<file path="config.mk">
export PLATFORM = sky130hd
export DESIGN_NAME = cpurs_regset
export DESIGN_NICKNAME = d
export VERILOG_FILES = /design/src/cpurs_flag_unit.v /design/src/cpurs_regset.v /design/src/cpurs_x_unit.v
export VERILOG_INCLUDE_DIRS = /design/src
export SDC_FILE = /design/constraint.sdc
export NUM_CORES = 1
export LEC_CHECK = 0
export ABC_AREA = 0
export BUFFER_PORTS_ARGS = -buffer_cell sky130_fd_sc_hd__buf_2
export CORE_MARGIN = 4
export CORE_UTILIZATION = 40
export CTS_CLUSTER_DIAMETER = 150
export DETAILED_ROUTE_END_ITERATION = 6
export PLACE_DENSITY = 0.76
export SETUP_SLACK_MARGIN = 0.4
export SKIP_CTS_REPAIR_TIMING = 1
export SLEW_MARGIN = 40
export SYNTH_ARGS = -nofsm -noshare
export SYNTH_HDL_FRONTEND = slang
export SYNTH_HIERARCHICAL = 1
export SYNTH_SLANG_ARGS = --single-unit
</file>
<file path="constraint.sdc">
create_clock -name ref_clk -period 3.4 [get_ports ref_clk]
set_input_delay 0.34 -clock ref_clk [delete_from_list [all_inputs] [get_ports ref_clk]]
set_output_delay 0.34 -clock ref_clk [all_outputs]
set_load 0.01 [all_outputs]
</file>
<file path="src/cpurs_consts.vh">
// constants for the cpu register set: reset values, field positions, codes and offsets
`ifndef CPURS_CONSTS_VH
`define CPURS_CONSTS_VH
// reset values and vector addresses
`define CPURS_SP_RST 16'h00FF
`define CPURS_H_RST 8'h00
`define CPURS_VEC_HI_ADDR 16'hFFFE
`define CPURS_VEC_LO_ADDR 16'hFFFF
// condition flag bit positions
`define CPURS_CF_V 7
`define CPURS_CF_ONE6 6
`define CPURS_CF_ONE5 5
`define CPURS_CF_H 4
`define CPURS_CF_I 3
`define CPURS_CF_N 2
`define CPURS_CF_Z 1
`define CPURS_CF_C 0
// flag update classes
`define CPURS_FO_NONE 4'h0
`define CPURS_FO_ADD 4'h1
`define CPURS_FO_SUB 4'h2
`define CPURS_FO_LOGIC 4'h3
`define CPURS_FO_LOAD 4'h4
`define CPURS_FO_SHIFT 4'h5
`define CPURS_FO_BTST 4'h6
`define CPURS_FO_INCDEC 4'h7
`define CPURS_FO_DAA 4'h8
// lower index byte operations
`define CPURS_XO_NONE 4'h0
`define CPURS_XO_LOAD 4'h1
`define CPURS_XO_CLR 4'h2
`define CPURS_XO_INC 4'h3
`define CPURS_XO_DEC 4'h4
`define CPURS_XO_COM 4'h5
`define CPURS_XO_NEG 4'h6
`define CPURS_XO_LSL 4'h7
`define CPURS_XO_LSR 4'h8
`define CPURS_XO_ASR 4'h9
`define CPURS_XO_ROL 4'hA
`define CPURS_XO_ROR 4'hB
// debug register byte offsets
`define CPURS_OFF_CTRL 8'h00
`define CPURS_OFF_STAT 8'h04
`define CPURS_OFF_ACC 8'h08
`define CPURS_OFF_HX 8'h0C
`define CPURS_OFF_SP 8'h10
`define CPURS_OFF_PC 8'h14
`define CPURS_OFF_CF 8'h18
// control register fields
`define CPURS_CTRL_IRQ_HOLD 0
`define CPURS_CTRL_RST 1'h0
`endif

</file>
<file path="src/cpurs_flag_unit.v">
// condition flag update logic: overflow, nibble carry, msb set, result clear, borrow out
`timescale 1ns/10ps
module cpurs_flag_unit (
  input wire [3:0] fo, // flag update class
  input wire [15:0] res, // result, upper byte used when wide
  input wire wide, // result is a 16-bit value
  input wire c_in, // carry or borrow produced
  input wire h_in, // carry from bit 3 into bit 4
  input wire v_in, // two's complement overflow produced
  input wire [4:0] f_old, // present {v,h,n,z,c}
  output reg [4:0] f_new // next {v,h,n,z,c}
);
`include "cpurs_consts.vh"

  wire msb;
  wire zero;
  assign msb = wide ? res[15] : res[7];
  assign zero = wide ? (res == 16'h0000) : (res[7:0] == 8'h00);

  // each class touches only the flags it owns; the rest keep their value
  always @* begin
    f_new = f_old;
    case (fo)
      `CPURS_FO_ADD: f_new = {v_in, h_in, msb, zero, c_in};
      `CPURS_FO_SUB: f_new = {v_in, f_old[3], msb, zero, c_in};
      `CPURS_FO_LOGIC: f_new = {1'b0, f_old[3], msb, zero, f_old[0]};
      `CPURS_FO_LOAD: f_new = {1'b0, f_old[3], msb, zero, f_old[0]};
      `CPURS_FO_SHIFT: f_new = {msb ^ c_in, f_old[3], msb, zero, c_in};
      `CPURS_FO_BTST: f_new = {f_old[4:1], c_in};
      `CPURS_FO_INCDEC: f_new = {v_in, f_old[3], msb, zero, f_old[0]};
      `CPURS_FO_DAA: f_new = {f_old[4], f_old[3], msb, zero, c_in};
      default: f_new = f_old;
    endcase
  end
endmodule // cpurs_flag_unit

</file>
<file path="src/cpurs_regset.v">
// programmer-visible register set of the 8-bit cpu with a wishbone debug view
//
// Decided for this implementation: the address map and register access over Wishbone.
`timescale 1ns/10ps
module cpurs_regset (
  input wire ref_clk, // cpu bus clock, 200 MHz
  input wire rst, // synchronous reset, active high
  // wishbone debug view, outside the cpu address space
  input wire wb_cyc_i, // bus cycle
  input wire wb_stb_i, // strobe
  input wire wb_we_i, // write enable
  input wire [7:0] wb_adr_i, // byte address
  input wire [3:0] wb_sel_i, // byte lanes
  input wire [31:0] wb_dat_i, // write data
  output reg [31:0] wb_dat_o, // read data
  output reg wb_ack_o, // acknowledge
  // reset vector fetch
  output wire vec_req, // vector byte read wanted
  output wire [15:0] vec_addr, // vector byte address
  input wire vec_ack, // vector byte present
  input wire [7:0] vec_data, // vector byte
  output wire core_ready, // vector loaded, execution may start
  // first result register
  input wire a_we, // load first result register
  input wire [7:0] a_din, // value for it
  output wire [7:0] a_q, // alu operand input
  // index pair
  input wire [3:0] x_op, // lower index byte operation
  input wire [7:0] x_din, // lower index byte load value
  input wire h_we, // load upper index byte
  input wire [7:0] h_din, // upper index byte value
  input wire hx_we, // load whole index pair
  input wire [15:0] hx_din, // index pair value
  input wire hx_inc, // post-increment of index pair
  output wire [15:0] index_base, // base pointer for indexed addressing
  // stack top pointer
  input wire sp_we, // load stack top pointer
  input wire [15:0] sp_din, // its value
  input wire sp_adj, // stack adjust by immediate
  input wire [7:0] sp_imm, // signed adjust amount
  input wire sp_low_rst, // stack low reset instruction
  input wire sp_push, // one byte pushed
  input wire sp_pull, // one byte pulled
  output wire [15:0] sp_addr, // next free stack location
  // program counter
  input wire pc_inc, // fetch advance
  input wire pc_load, // change of flow
  input wire [15:0] pc_target, // its target
  output wire [15:0] pc_addr, // next fetch address
  // alu result and flags
  input wire [3:0] alu_fo, // flag update class of alu result
  input wire [15:0] alu_res, // alu result
  input wire alu_wide, // result is 16 bits
  input wire alu_c, // carry or borrow from alu
  input wire alu_h, // carry from bit 3 from alu
  input wire alu_v, // overflow from alu
  input wire daa_op, // decimal adjust of first result register
  input wire cf_we, // transfer-to-flags instruction
  input wire [7:0] cf_din, // value for flags
  input wire mask_set, // set mask instruction
  input wire mask_clear_instr, // mask clear instruction
  output wire [7:0] condition_flags, // flag register as read
  // interrupts
  input wire irq_pending, // maskable request present
  input wire insn_boundary, // one-cycle pulse at each instruction boundary
  output wire irq_take, // start interrupt sequence now
  input wire [2:0] push_idx, // stack save step 0..4
  output reg [7:0] push_data, // byte for that step
  input wire push_done // last stack save written
);
`include "cpurs_consts.vh"

  localparam ST_VHI = 2'h0;
  localparam ST_VLO = 2'h1;
  localparam ST_RUN = 2'h2;
  localparam [15:0] SP_RST_VAL = `CPURS_SP_RST;

  reg [1:0] st_q;
  reg [7:0] a_q_r;
  reg [7:0] h_q;
  reg [7:0] x_q;
  reg [15:0] sp_q;
  reg [15:0] pc_q;
  reg [4:0] fl_q;
  reg i_q;
  reg inhibit_q;
  reg ctrl_q;
  reg [7:0] vhi_q;
  wire [7:0] x_res;
  wire x_c;
  wire x_v;
  wire [3:0] x_fo;
  wire [4:0] fl_new;
  reg [3:0] fo_sel;
  reg [15:0] res_sel;
  reg wide_sel;
  reg c_sel;
  reg h_sel;
  reg v_sel;
  reg [7:0] daa_cor;
  reg daa_c;
  wire [7:0] daa_res;
  wire wb_req;
  reg [31:0] rd_d;

  ////////////////////////////////////////////////////////////////////////
  // reset vector fetch: high byte first, then low byte
  always @(posedge ref_clk) begin
    if (rst) begin
      st_q <= ST_VHI;
    end else begin
      case (st_q)
        ST_VHI: if (vec_ack) st_q <= ST_VLO;
        ST_VLO: if (vec_ack) st_q <= ST_RUN;
        ST_RUN: st_q <= ST_RUN;
        default: st_q <= ST_VHI;
      endcase
    end
  end

  assign vec_req = (st_q != ST_RUN) && !rst;
  assign vec_addr = (st_q == ST_VHI) ? `CPURS_VEC_HI_ADDR : `CPURS_VEC_LO_ADDR;
  assign core_ready = (st_q == ST_RUN);

  // high vector byte waits here until the low byte completes the address
  always @(posedge ref_clk) begin
    if (st_q == ST_VHI && vec_ack) begin
      vhi_q <= vec_data;
    end
  end

  ////////////////////////////////////////////////////////////////////////
  // first result register; decimal adjust writes back into it
  always @* begin
    daa_cor = 8'h00;
    daa_c = fl_q[0];
    if (fl_q[3] || (a_q_r[3:0] > 4'h9)) begin
      daa_cor[3:0] = 4'h6;
    end
    if (fl_q[0] || (a_q_r > 8'h99)) begin
      daa_cor[7:4] = 4'h6;
      daa_c = 1'b1;
    end
  end

  assign daa_res = a_q_r + daa_cor;

  // no reset branch: contents survive reset
  always @(posedge ref_clk) begin
    if (daa_op) begin
      a_q_r <= daa_res;
    end else if (a_we) begin
      a_q_r <= a_din;
    end
  end

  assign a_q = a_q_r;

  ////////////////////////////////////////////////////////////////////////
  // index pair: upper byte cleared by reset, lower byte kept
  cpurs_x_unit u_x (
    .x_op(x_op),
    .x_cur(x_q),
    .x_din(x_din),
    .c_cur(fl_q[0]),
    .x_res(x_res),
    .x_c(x_c),
    .x_v(x_v),
    .x_fo(x_fo)
  );

  always @(posedge ref_clk) begin
    if (rst) begin
      h_q <= `CPURS_H_RST;
    end else if (hx_we) begin
      h_q <= hx_din[15:8];
    end else if (hx_inc) begin
      h_q <= h_q + {7'h00, (x_q == 8'hFF)};
    end else if (h_we) begin
      h_q <= h_din;
    end
  end

  // lower byte has no reset branch
  always @(posedge ref_clk) begin
    if (hx_we) begin
      x_q <= hx_din[7:0];
    end else if (hx_inc) begin
      x_q <= x_q + 8'h01;
    end else if (x_op != `CPURS_XO_NONE) begin
      x_q <= x_res;
    end
  end

  assign index_base = {h_q, x_q};

  ////////////////////////////////////////////////////////////////////////
  // stack top pointer; pushes go down, so it always names the free byte
  always @(posedge ref_clk) begin
    if (rst) begin
      sp_q <= `CPURS_SP_RST;
    end else if (sp_we) begin
      sp_q <= sp_din;
    end else if (sp_adj) begin
      sp_q <= sp_q + {{8{sp_imm[7]}}, sp_imm};
    end else if (sp_low_rst) begin
      sp_q <= {sp_q[15:8], SP_RST_VAL[7:0]};
    end else if (sp_push) begin
      sp_q <= sp_q - 16'h0001;
    end else if (sp_pull) begin
      sp_q <= sp_q + 16'h0001;
    end
  end

  assign sp_addr = sp_q;

  ////////////////////////////////////////////////////////////////////////
  // program counter: vector load at start, then fetch advance or jump
  always @(posedge ref_clk) begin
    if (st_q == ST_VLO && vec_ack) begin
      pc_q <= {vhi_q, vec_data};
    end else if (st_q == ST_RUN) begin
      if (pc_load) begin
        pc_q <= pc_target;
      end else if (pc_inc) begin
        pc_q <= pc_q + 16'h0001;
      end
    end
  end

  assign pc_addr = pc_q;

  ////////////////////////////////////////////////////////////////////////
  // flag source select: decimal adjust, then lower index op, then alu
  always @* begin
    fo_sel = alu_fo;
    res_sel = alu_res;
    wide_sel = alu_wide;
    c_sel = alu_c;
    h_sel = alu_h;
    v_sel = alu_v;
    if (daa_op) begin
      fo_sel = `CPURS_FO_DAA;
      res_sel = {8'h00, daa_res};
      wide_sel = 1'b0;
      c_sel = daa_c;
    end else if (x_fo != `CPURS_FO_NONE) begin
      fo_sel = x_fo;
      res_sel = {8'h00, x_res};
      wide_sel = 1'b0;
      c_sel = x_c;
      v_sel = x_v;
    end
  end

  cpurs_flag_unit u_flags (
    .fo(fo_sel),
    .res(res_sel),
    .wide(wide_sel),
    .c_in(c_sel),
    .h_in(h_sel),
    .v_in(v_sel),
    .f_old(fl_q),
    .f_new(fl_new)
  );

  // result flags carry no reset value; transfer-to-flags wins over results
  always @(posedge ref_clk) begin
    if (cf_we) begin
      fl_q <= {cf_din[`CPURS_CF_V], cf_din[`CPURS_CF_H], cf_din[`CPURS_CF_N],
               cf_din[`CPURS_CF_Z], cf_din[`CPURS_CF_C]};
    end else begin
      fl_q <= fl_new;
    end
  end

  ////////////////////////////////////////////////////////////////////////
  // interrupt mask; masked out of reset so no request lands before setup
  always @(posedge ref_clk) begin
    if (rst) begin
      i_q <= 1'b1;
    end else if (push_done || mask_set) begin
      i_q <= 1'b1;
    end else if (cf_we) begin
      i_q <= cf_din[`CPURS_CF_I];
    end else if (mask_clear_instr) begin
      i_q <= 1'b0;
    end
  end

  // one-boundary shadow after mask clear or flag transfer; set beats clear
  always @(posedge ref_clk) begin
    if (rst) begin
      inhibit_q <= 1'b0;
    end else if (mask_clear_instr || cf_we) begin
      inhibit_q <= 1'b1;
    end else if (insn_boundary) begin
      inhibit_q <= 1'b0;
    end
  end

  assign irq_take = irq_pending && !i_q && insn_boundary && !inhibit_q && core_ready
                    && !ctrl_q;

  // bits 6 and 5 are tied high and never stored
  assign condition_flags = {fl_q[4], 1'b1, 1'b1, fl_q[3], i_q, fl_q[2:0]};

  // stack save bytes in push order
  always @* begin
    case (push_idx)
      3'h0: push_data = pc_q[7:0];
      3'h1: push_data = pc_q[15:8];
      3'h2: push_data = x_q;
      3'h3: push_data = a_q_r;
      3'h4: push_data = condition_flags;
      default: push_data = 8'h00;
    endcase
  end

  ////////////////////////////////////////////////////////////////////////
  // wishbone debug view: one-cycle ack, unmapped reads give zero;
  // the cpu itself never reaches these through its address space
  assign wb_req = wb_cyc_i && wb_stb_i && !wb_ack_o;

  always @* begin
    case (wb_adr_i)
      `CPURS_OFF_CTRL: rd_d = {31'h00000000, ctrl_q};
      `CPURS_OFF_STAT: rd_d = {27'h0000000, inhibit_q, i_q, core_ready, st_q};
      `CPURS_OFF_ACC: rd_d = {24'h000000, a_q_r};
      `CPURS_OFF_HX: rd_d = {16'h0000, h_q, x_q};
      `CPURS_OFF_SP: rd_d = {16'h0000, sp_q};
      `CPURS_OFF_PC: rd_d = {16'h0000, pc_q};
      `CPURS_OFF_CF: rd_d = {24'h000000, condition_flags};
      default: rd_d = 32'h00000000;
    endcase
  end

  always @(posedge ref_clk) begin
    if (rst) begin
      wb_ack_o <= 1'b0;
      wb_dat_o <= 32'h00000000;
      ctrl_q <= `CPURS_CTRL_RST;
    end else begin
      wb_ack_o <= wb_req;
      if (wb_req) begin
        wb_dat_o <= wb_we_i ? 32'h00000000 : rd_d;
        if (wb_we_i && wb_sel_i[0] && wb_adr_i == `CPURS_OFF_CTRL) begin
          ctrl_q <= wb_dat_i[`CPURS_CTRL_IRQ_HOLD];
        end
      end
    end
  end
endmodule // cpurs_regset

</file>
<file path="src/cpurs_x_unit.v">
// operation unit for the lower index byte used as a general data register
`timescale 1ns/10ps
module cpurs_x_unit (
  input wire [3:0] x_op, // requested operation
  input wire [7:0] x_cur, // present lower byte
  input wire [7:0] x_din, // load value
  input wire c_cur, // present borrow out flag, for rotates
  output reg [7:0] x_res, // new lower byte
  output reg x_c, // carry produced
  output reg x_v, // overflow produced
  output reg [3:0] x_fo // flag update class
);
`include "cpurs_consts.vh"

  // one case per operation; flag class tells the flag unit what to touch
  always @* begin
    x_res = x_cur;
    x_c = c_cur;
    x_v = 1'b0;
    x_fo = `CPURS_FO_NONE;
    case (x_op)
      `CPURS_XO_LOAD: begin x_res = x_din; x_fo = `CPURS_FO_LOAD; end
      `CPURS_XO_CLR: begin x_res = 8'h00; x_c = 1'b0; x_fo = `CPURS_FO_LOGIC; end
      `CPURS_XO_INC: begin
        x_res = x_cur + 8'h01; x_v = (x_cur == 8'h7F); x_fo = `CPURS_FO_INCDEC;
      end
      `CPURS_XO_DEC: begin
        x_res = x_cur - 8'h01; x_v = (x_cur == 8'h80); x_fo = `CPURS_FO_INCDEC;
      end
      `CPURS_XO_COM: begin x_res = ~x_cur; x_c = 1'b1; x_fo = `CPURS_FO_SUB; end // V cleared
      `CPURS_XO_NEG: begin
        x_res = 8'h00 - x_cur; x_c = (x_cur != 8'h00); x_v = (x_cur == 8'h80);
        x_fo = `CPURS_FO_SUB;
      end
      `CPURS_XO_LSL: begin x_res = {x_cur[6:0], 1'b0}; x_c = x_cur[7]; x_fo = `CPURS_FO_SHIFT; end
      `CPURS_XO_LSR: begin x_res = {1'b0, x_cur[7:1]}; x_c = x_cur[0]; x_fo = `CPURS_FO_SHIFT; end
      `CPURS_XO_ASR: begin
        x_res = {x_cur[7], x_cur[7:1]}; x_c = x_cur[0]; x_fo = `CPURS_FO_SHIFT;
      end
      `CPURS_XO_ROL: begin x_res = {x_cur[6:0], c_cur}; x_c = x_cur[7]; x_fo = `CPURS_FO_SHIFT; end
      `CPURS_XO_ROR: begin x_res = {c_cur, x_cur[7:1]}; x_c = x_cur[0]; x_fo = `CPURS_FO_SHIFT; end
      default: x_fo = `CPURS_FO_NONE;
    endcase
  end
endmodule // cpurs_x_unit
</file>
Yosys cells after proc, flatten, opt, wreduce, memory -nomap -nowiden:

Cells that the tools add are included.

* bits in registers: 107
* input port bits: 195
* output and inout port bits: 124
* word-level logic and storage cells: 181

* add/subtract/negate cells: 9
* order comparisons: 2
* equal/unequal tests: 44
* multiplexer cells: 49
* bitwise logic cells: 2
* reductions and logical operators: 58

Operators by type and width (count)
* two-way mux 16 bit: 11
* case mux 16 bit (7 select lines): 1
* case mux 8 bit (11 select lines): 1
* two-way mux 8 bit: 8
* case mux 8 bit (5 select lines): 1
* case mux 5 bit (7 select lines): 1
* adder 16 x 1 -> 16 bit, second input constant: 2
* equality test 4 x 3 -> 1 bit, second input constant: 8
* two-way mux 32 bit: 1
* equality test 8 x 5 -> 1 bit, second input constant: 3
* equality test 4 bit, second input constant: 5
* adder 16 bit: 1
* equality test 4 x 2 -> 1 bit, second input constant: 4
* equality test 8 x 4 -> 1 bit, second input constant: 2
* equality test 8 bit, second input constant: 2
* logical NOT 16 bit: 1
* logical NOT 8 bit: 2
* != test 2 bit, second input constant: 8
* subtractor 16 x 1 -> 16 bit, second input constant: 1
* case mux 3 bit (5 select lines): 1
* two-way mux 1 bit: 14
* logical AND 1 bit: 12
* nonzero test 4 bit: 3
* nonzero test 6 bit: 2
* 41 further kinds: 69

Longest topological paths before layout:

* depth in word-level cells: 10
* mapped depth: 17
* mapped depth without buffers: 16

Hierarchy:

The synthesis kept the hierarchy.

By module, submodules not included
* cpurs_regset: instances 1, cells an instance 957, area each 7598.5 sq um
* cpurs_x_unit: instances 1, cells an instance 214, area each 1301.2 sq um
* cpurs_flag_unit: instances 1, cells an instance 47, area each 326.6 sq um

Worst setup path after synthesis:

Ideal clock, no wire load.

* kind: input -> register
* start point: input port x_op[3]
* end point: register fl_q[3]
* setup time: 0.121 ns
* data arrival time: 3.461 ns
* required time: 3.279 ns
* path slack: -0.182 ns
* stages on the path: 15
* path buffers: 6
* cells stage by stage: buf_2 -> buf_2 -> buf_2 -> buf_2 -> o21ai_0 -> nand2_1 -> nand3_1 -> nor4_4 -> buf_2 -> a21oi_1 -> nor2_1 -> buf_2 -> nor4b_1 -> mux2_2 -> mux2_2

* word-level cells in the longest chain between the ends: 10

RTL lines
* start: declaration: line cpurs_regset.v:28 `input wire [3:0] x_op,`
* equality test 4 x 3 -> 1 bit, or another cell as far along: line cpurs_x_unit.v:21 `case (x_op)`
* OR reduction 5 bit (no line) or OR reduction 2 bit (tied branches)
* case mux 3 bit (5 select lines) (*): line cpurs_x_unit.v:21
* via x_fo[0]: line cpurs_regset.v:92 `wire [3:0] x_fo;`
* nonzero test 4 bit (no line)
* two-way mux 4 bit (*): line cpurs_regset.v:247 `` end else if (x_fo != `CPURS_FO_NONE) begin ``
* two-way mux 4 bit (*): line cpurs_regset.v:242 `if (daa_op) begin`
* via fo_sel[0]: line cpurs_regset.v:94 `reg [3:0] fo_sel;`
* equality test 4 x 2 -> 1 bit or equality test 4 x 3 -> 1 bit (tied branches): line cpurs_flag_unit.v:23 `case (fo)`
* OR reduction 2 bit (no line)
* != test 2 x 1 -> 1 bit (no line)
* AND reduction 7 bit (no line) (*)
* end signal: assignment: line cpurs_regset.v:270 `` fl_q <= {cf_din[`CPURS_CF_V], cf_din[`CPURS_CF_H], cf_din[`CPURS_CF_N], ``
* end signal: assignment: line cpurs_regset.v:273 `fl_q <= fl_new;`
* end: declaration: line cpurs_regset.v:84 `reg [4:0] fl_q;`

The timed path passes the listed nets; every way through them passes the cells marked *.
A chain may end at the register's enable or synchronous reset.

Worst setup path after layout:

* start point: register x_q[0]
* end point: register fl_q[1]

* word-level cells in the longest chain between the ends: 8

RTL lines
* start: declaration: line cpurs_regset.v:81 `reg [7:0] x_q;`
* start signal: assignment: line cpurs_regset.v:187 `x_q <= hx_din[7:0];`
* start signal: assignment: line cpurs_regset.v:189 `x_q <= x_q + 8'h01;`
* start signal: assignment: line cpurs_regset.v:191 `x_q <= x_res;`
* subtractor 1 x 8 -> 8 bit, or another cell as far along: line cpurs_x_unit.v:32 `x_res = 8'h00 - x_cur; x_c = (x_cur != 8'h00); x_v = (x_cur == 8'h80);`
* case mux 8 bit (11 select lines) (*): line cpurs_x_unit.v:21
* via x_res[5]: line cpurs_regset.v:89 `wire [7:0] x_res;`
* two-way mux 16 bit (*): line cpurs_regset.v:247
* two-way mux 16 bit (*): line cpurs_regset.v:242
* via res_sel[5]: line cpurs_regset.v:95 `reg [15:0] res_sel;`
* logical NOT 16 bit or logical NOT 8 bit (tied branches): line cpurs_flag_unit.v:18 `assign zero = wide ? (res == 16'h0000) : (res[7:0] == 8'h00);`
* two-way mux 1 bit (*): line cpurs_flag_unit.v:18
* case mux 5 bit (7 select lines) (*): line cpurs_flag_unit.v:23
* via fl_new[1]: line cpurs_regset.v:93 `wire [4:0] fl_new;`
* two-way mux 5 bit (*): line cpurs_regset.v:269 `if (cf_we) begin`

The timed path passes the listed nets; every way through them passes the cells marked *. The select of a mux whose other input is x is not followed.

==> impl_metrics.toml <==
[run_status]
outcome = "complete, no violations"

[layout]
areaGrowthSynthToFinish_pct = 21.6
fin_cells = 1743
multiInputGateArea_um2 = 6530
final_nets = 1694
diodes = 0
drive_above_1_share_pct = 26.9
seqCellArea_um2 = 2220
fillers = 2235

[yosys]
ys_warn_count = 6
avgSynthCellArea_um2 = 7.57
synth.distinct_cells = 96
synthCells = 1218
seq_area_frac_synth_pct = 24.1
ys.flop_type = "dfxtp_1"
syn_area_um2 = 9230
synth_edf_count = 40
ys_ff_latch = 91
synthArstFlopShare_pct = 0

[grt]
gr-total-overflow = 0
grt_max_degree = 48
grt.total_usage_pct = 24.6
antenna_found_initial = 1
first_global_vias = 9322
grt_pass1_wl_um = 51000

[setup_path]
critPathMaxFanout = 5
cp-start-kind = "flop"
timing.rr.end = "fl_q[1]"
required_ns = 3.71
rrSetupSlack_ns = 0.27
critPathCaptureType = "flop"
reg2reg_from = "x_q[0]"
r2r_cells = 13
arrival_ns = 3.44
criticalPathCategory = "flop to flop"

[detailed_routing]
met3_length_um = 3140
drt-initial-drc-count = 857
vias = 10190
met2WireLength_um = 15400
vias_per_cell = 5.85
m1WireLength_um = 14000
wl_per_cell_um = 19.3
antenna_left = 0
drc = 0
wirelength_um = 33700
drt_first_pass_iters = 6
highest_layer = "met4"

[timing]
fin_crit_ns = 3.13
slew_violations = 0
fmax_mhz = 320
setup_viol = 0
fin_tns_setup_ns = 0
slew_headroom_pct = 48.9
worst-slew-pin-transition_ns = 0.759
rsz0062_at_grt = "true"
final-hold-violation-count = 0
period_share_pct = 92.0
skew_ns = 0.0102
hold_ws_ns = 0.163

[power_and_ir_drop]
pwr_density_cell_nw_per_um2 = 417
p_leak_nw = 4.75
max-vdd-ir-drop_uv = 359

[clock_network]
clkTransAtPathRegs_ns = 0.08
cts_buffer_depth = 2
cts_made_buffers = 9
ctsRootBufferMaster = "clkbuf_16"
cts_tree = "built"
clk_latency_ns = 0.36
cts.sinks = 91
htree_levels = 3

[min_path]
hp-class = "primary input to flop"
hold_end = "vhi_q[5]"
min_from = "vec_data[5]"
hold_depth = 1

[die]
die_y_um = 160
initial_core_util_pct = 40.8
core_um2 = 22600
dieArea_um2 = 25600
fp.dieW_um = 160
io_pins = 319
rows = 55

[placed_design]
placedCellCount = 1717
place_congestion = 0.954
dp_hpwl_um = 26300
portBuffers = 249

[job]
maxCapViolCount = 0
[where the power goes]
group          leakage (nW)  switching [mW]  total (mW)  internal (mW)
registers             0.812           0.240        1.57           1.33
logic                  3.79            1.19        2.09          0.894
clock network         0.147           0.506        1.02          0.519
[how the worst max path moves through the flow]
stage,start,endpoint,slack [ns]
finish,x_q[0],fl_q[1],0.27
global route,x_q[0],fl_q[1],0.12
CTS,a_q[2],fl_q[4],0.18
detailed placement,x_op[0],fl_q[1],0.18
global placement,x_op[1],fl_q[1],0.18
floorplan,x_q[2],fl_q[1],0.37
[logic make-up (layout without fill, tap and decap cells)]
group	Yosys count	after routing	share of synthesized area [%]
simple gates	417	417	22.8
compound gates	412	412	28.3
buf+inv	151	360	8.06
flops	91	91	24.1
xor+xnor	56	56	5.32
fa+ha+maj	46	46	6.48
mux	42	42	4.79
other cells	3	34	0.122
[layer usage]
metal	GRT usage, %	vias up
met3	6.19	78
met1	33.0	4736
met2	38.6	488
li1	-	4888
met5	0	-
met4	8.84	0
[cell usage in the layout (no fill, tap or decap), drive strengths merged, types with 17 or more instances in the layout]
cell	Yosys	layout
inv	40	44
nand2b	20	20
mux2	17	17
dfxtp	51	51
o21ai	104	104
nand2	118	118
xnor2	31	31
nor2b	24	24
buf	67	303
xor2	25	25
edfxtp	40	40
nor3	30	30
nand3	31	31
conb	3	34
a21oi	132	132
mux2i	25	25
ha	43	43
a22oi	31	31
nor2	110	110
a211oi	22	22
[cell type report]
type	count	share of cell area (%)
sequential	91	19.8
inverter	41	1.37
clock buffer	9	2.01
timing repair buffer	303	14.8
clock inverter	7	0.625
multi-input combinational	1007	58.2
tap	285	3.18
[Yosys cell counts (all sizes together) (9+ instances only)]
| library cell | count | area share (%) |
|---|---|---|
| a21oi | 132 | 7.2 |
| nand2 | 118 | 4.8 |
| nor2 | 110 | 4.5 |
| o21ai | 104 | 5.7 |
| buf | 67 | 4.6 |
| dfxtp | 51 | 11 |
| clkbuf | 43 | 1.7 |
| ha | 43 | 5.8 |
| edfxtp | 40 | 13 |
| inv | 40 | 1.6 |
| a22oi | 31 | 2.5 |
| nand3 | 31 | 1.7 |
| xnor2 | 31 | 2.9 |
| nor3 | 30 | 1.7 |
| mux2i | 25 | 2.7 |
| xor2 | 25 | 2.4 |
| nor2b | 24 | 1.6 |
| a211oi | 22 | 1.8 |
| nand2b | 20 | 1.4 |
| mux2 | 17 | 2.1 |
| and2 | 15 | 1.0 |
| o22ai | 14 | 0.95 |
| a31oi | 13 | 1.0 |
| nand4 | 12 | 0.81 |
| nor4 | 12 | 1.1 |
| a21o | 10 | 0.84 |
| nor3b | 9 | 0.91 |
| or3 | 9 | 0.61 |
[worst max-delay path, stage by stage, from the launching register on]
cell      delay, ns
edfxtp_1       0.45
or4_4          0.57
nor3_4         0.15
a211oi_1       0.06
o32a_1         0.37
o22a_1         0.20
nor2b_1        0.15
a211oi_2       0.18
a21oi_2        0.06
nor4_2         0.31
nand2_1        0.12
a221oi_2       0.20
a311o_1        0.15
mux2_2         0.13
[through the flow]
| stage | power (mW) | utilization, % | setup WS, ns | instance area (um2) |
|---|---|---|---|---|
| global placement | 3.52 | 47.4 | 0.183 | 10700 |
| finish | 4.68 | 49.5 | 0.271 | 11200 |
| floorplan | 2.87 | - | 0.373 | 9470 |
| detailed placement | 3.55 | 47.4 | 0.179 | 10700 |
| global route | 4.97 | 49.5 | 0.118 | 11200 |
| CTS | 4.58 | 48.7 | 0.176 | 11000 |
[registers in the layout (all words and copies together) (netlist names)]
name,cells
x_q,8
inhibit_q,1
pc_addr,16
ctrl_q,1
a_q,8
st_q,2
i_q,1
wb_dat_o,16
h_q,8
fl_q,5
wb_ack_o,1
vhi_q,8
sp_addr,16
(Power assumes the default switching activity.)
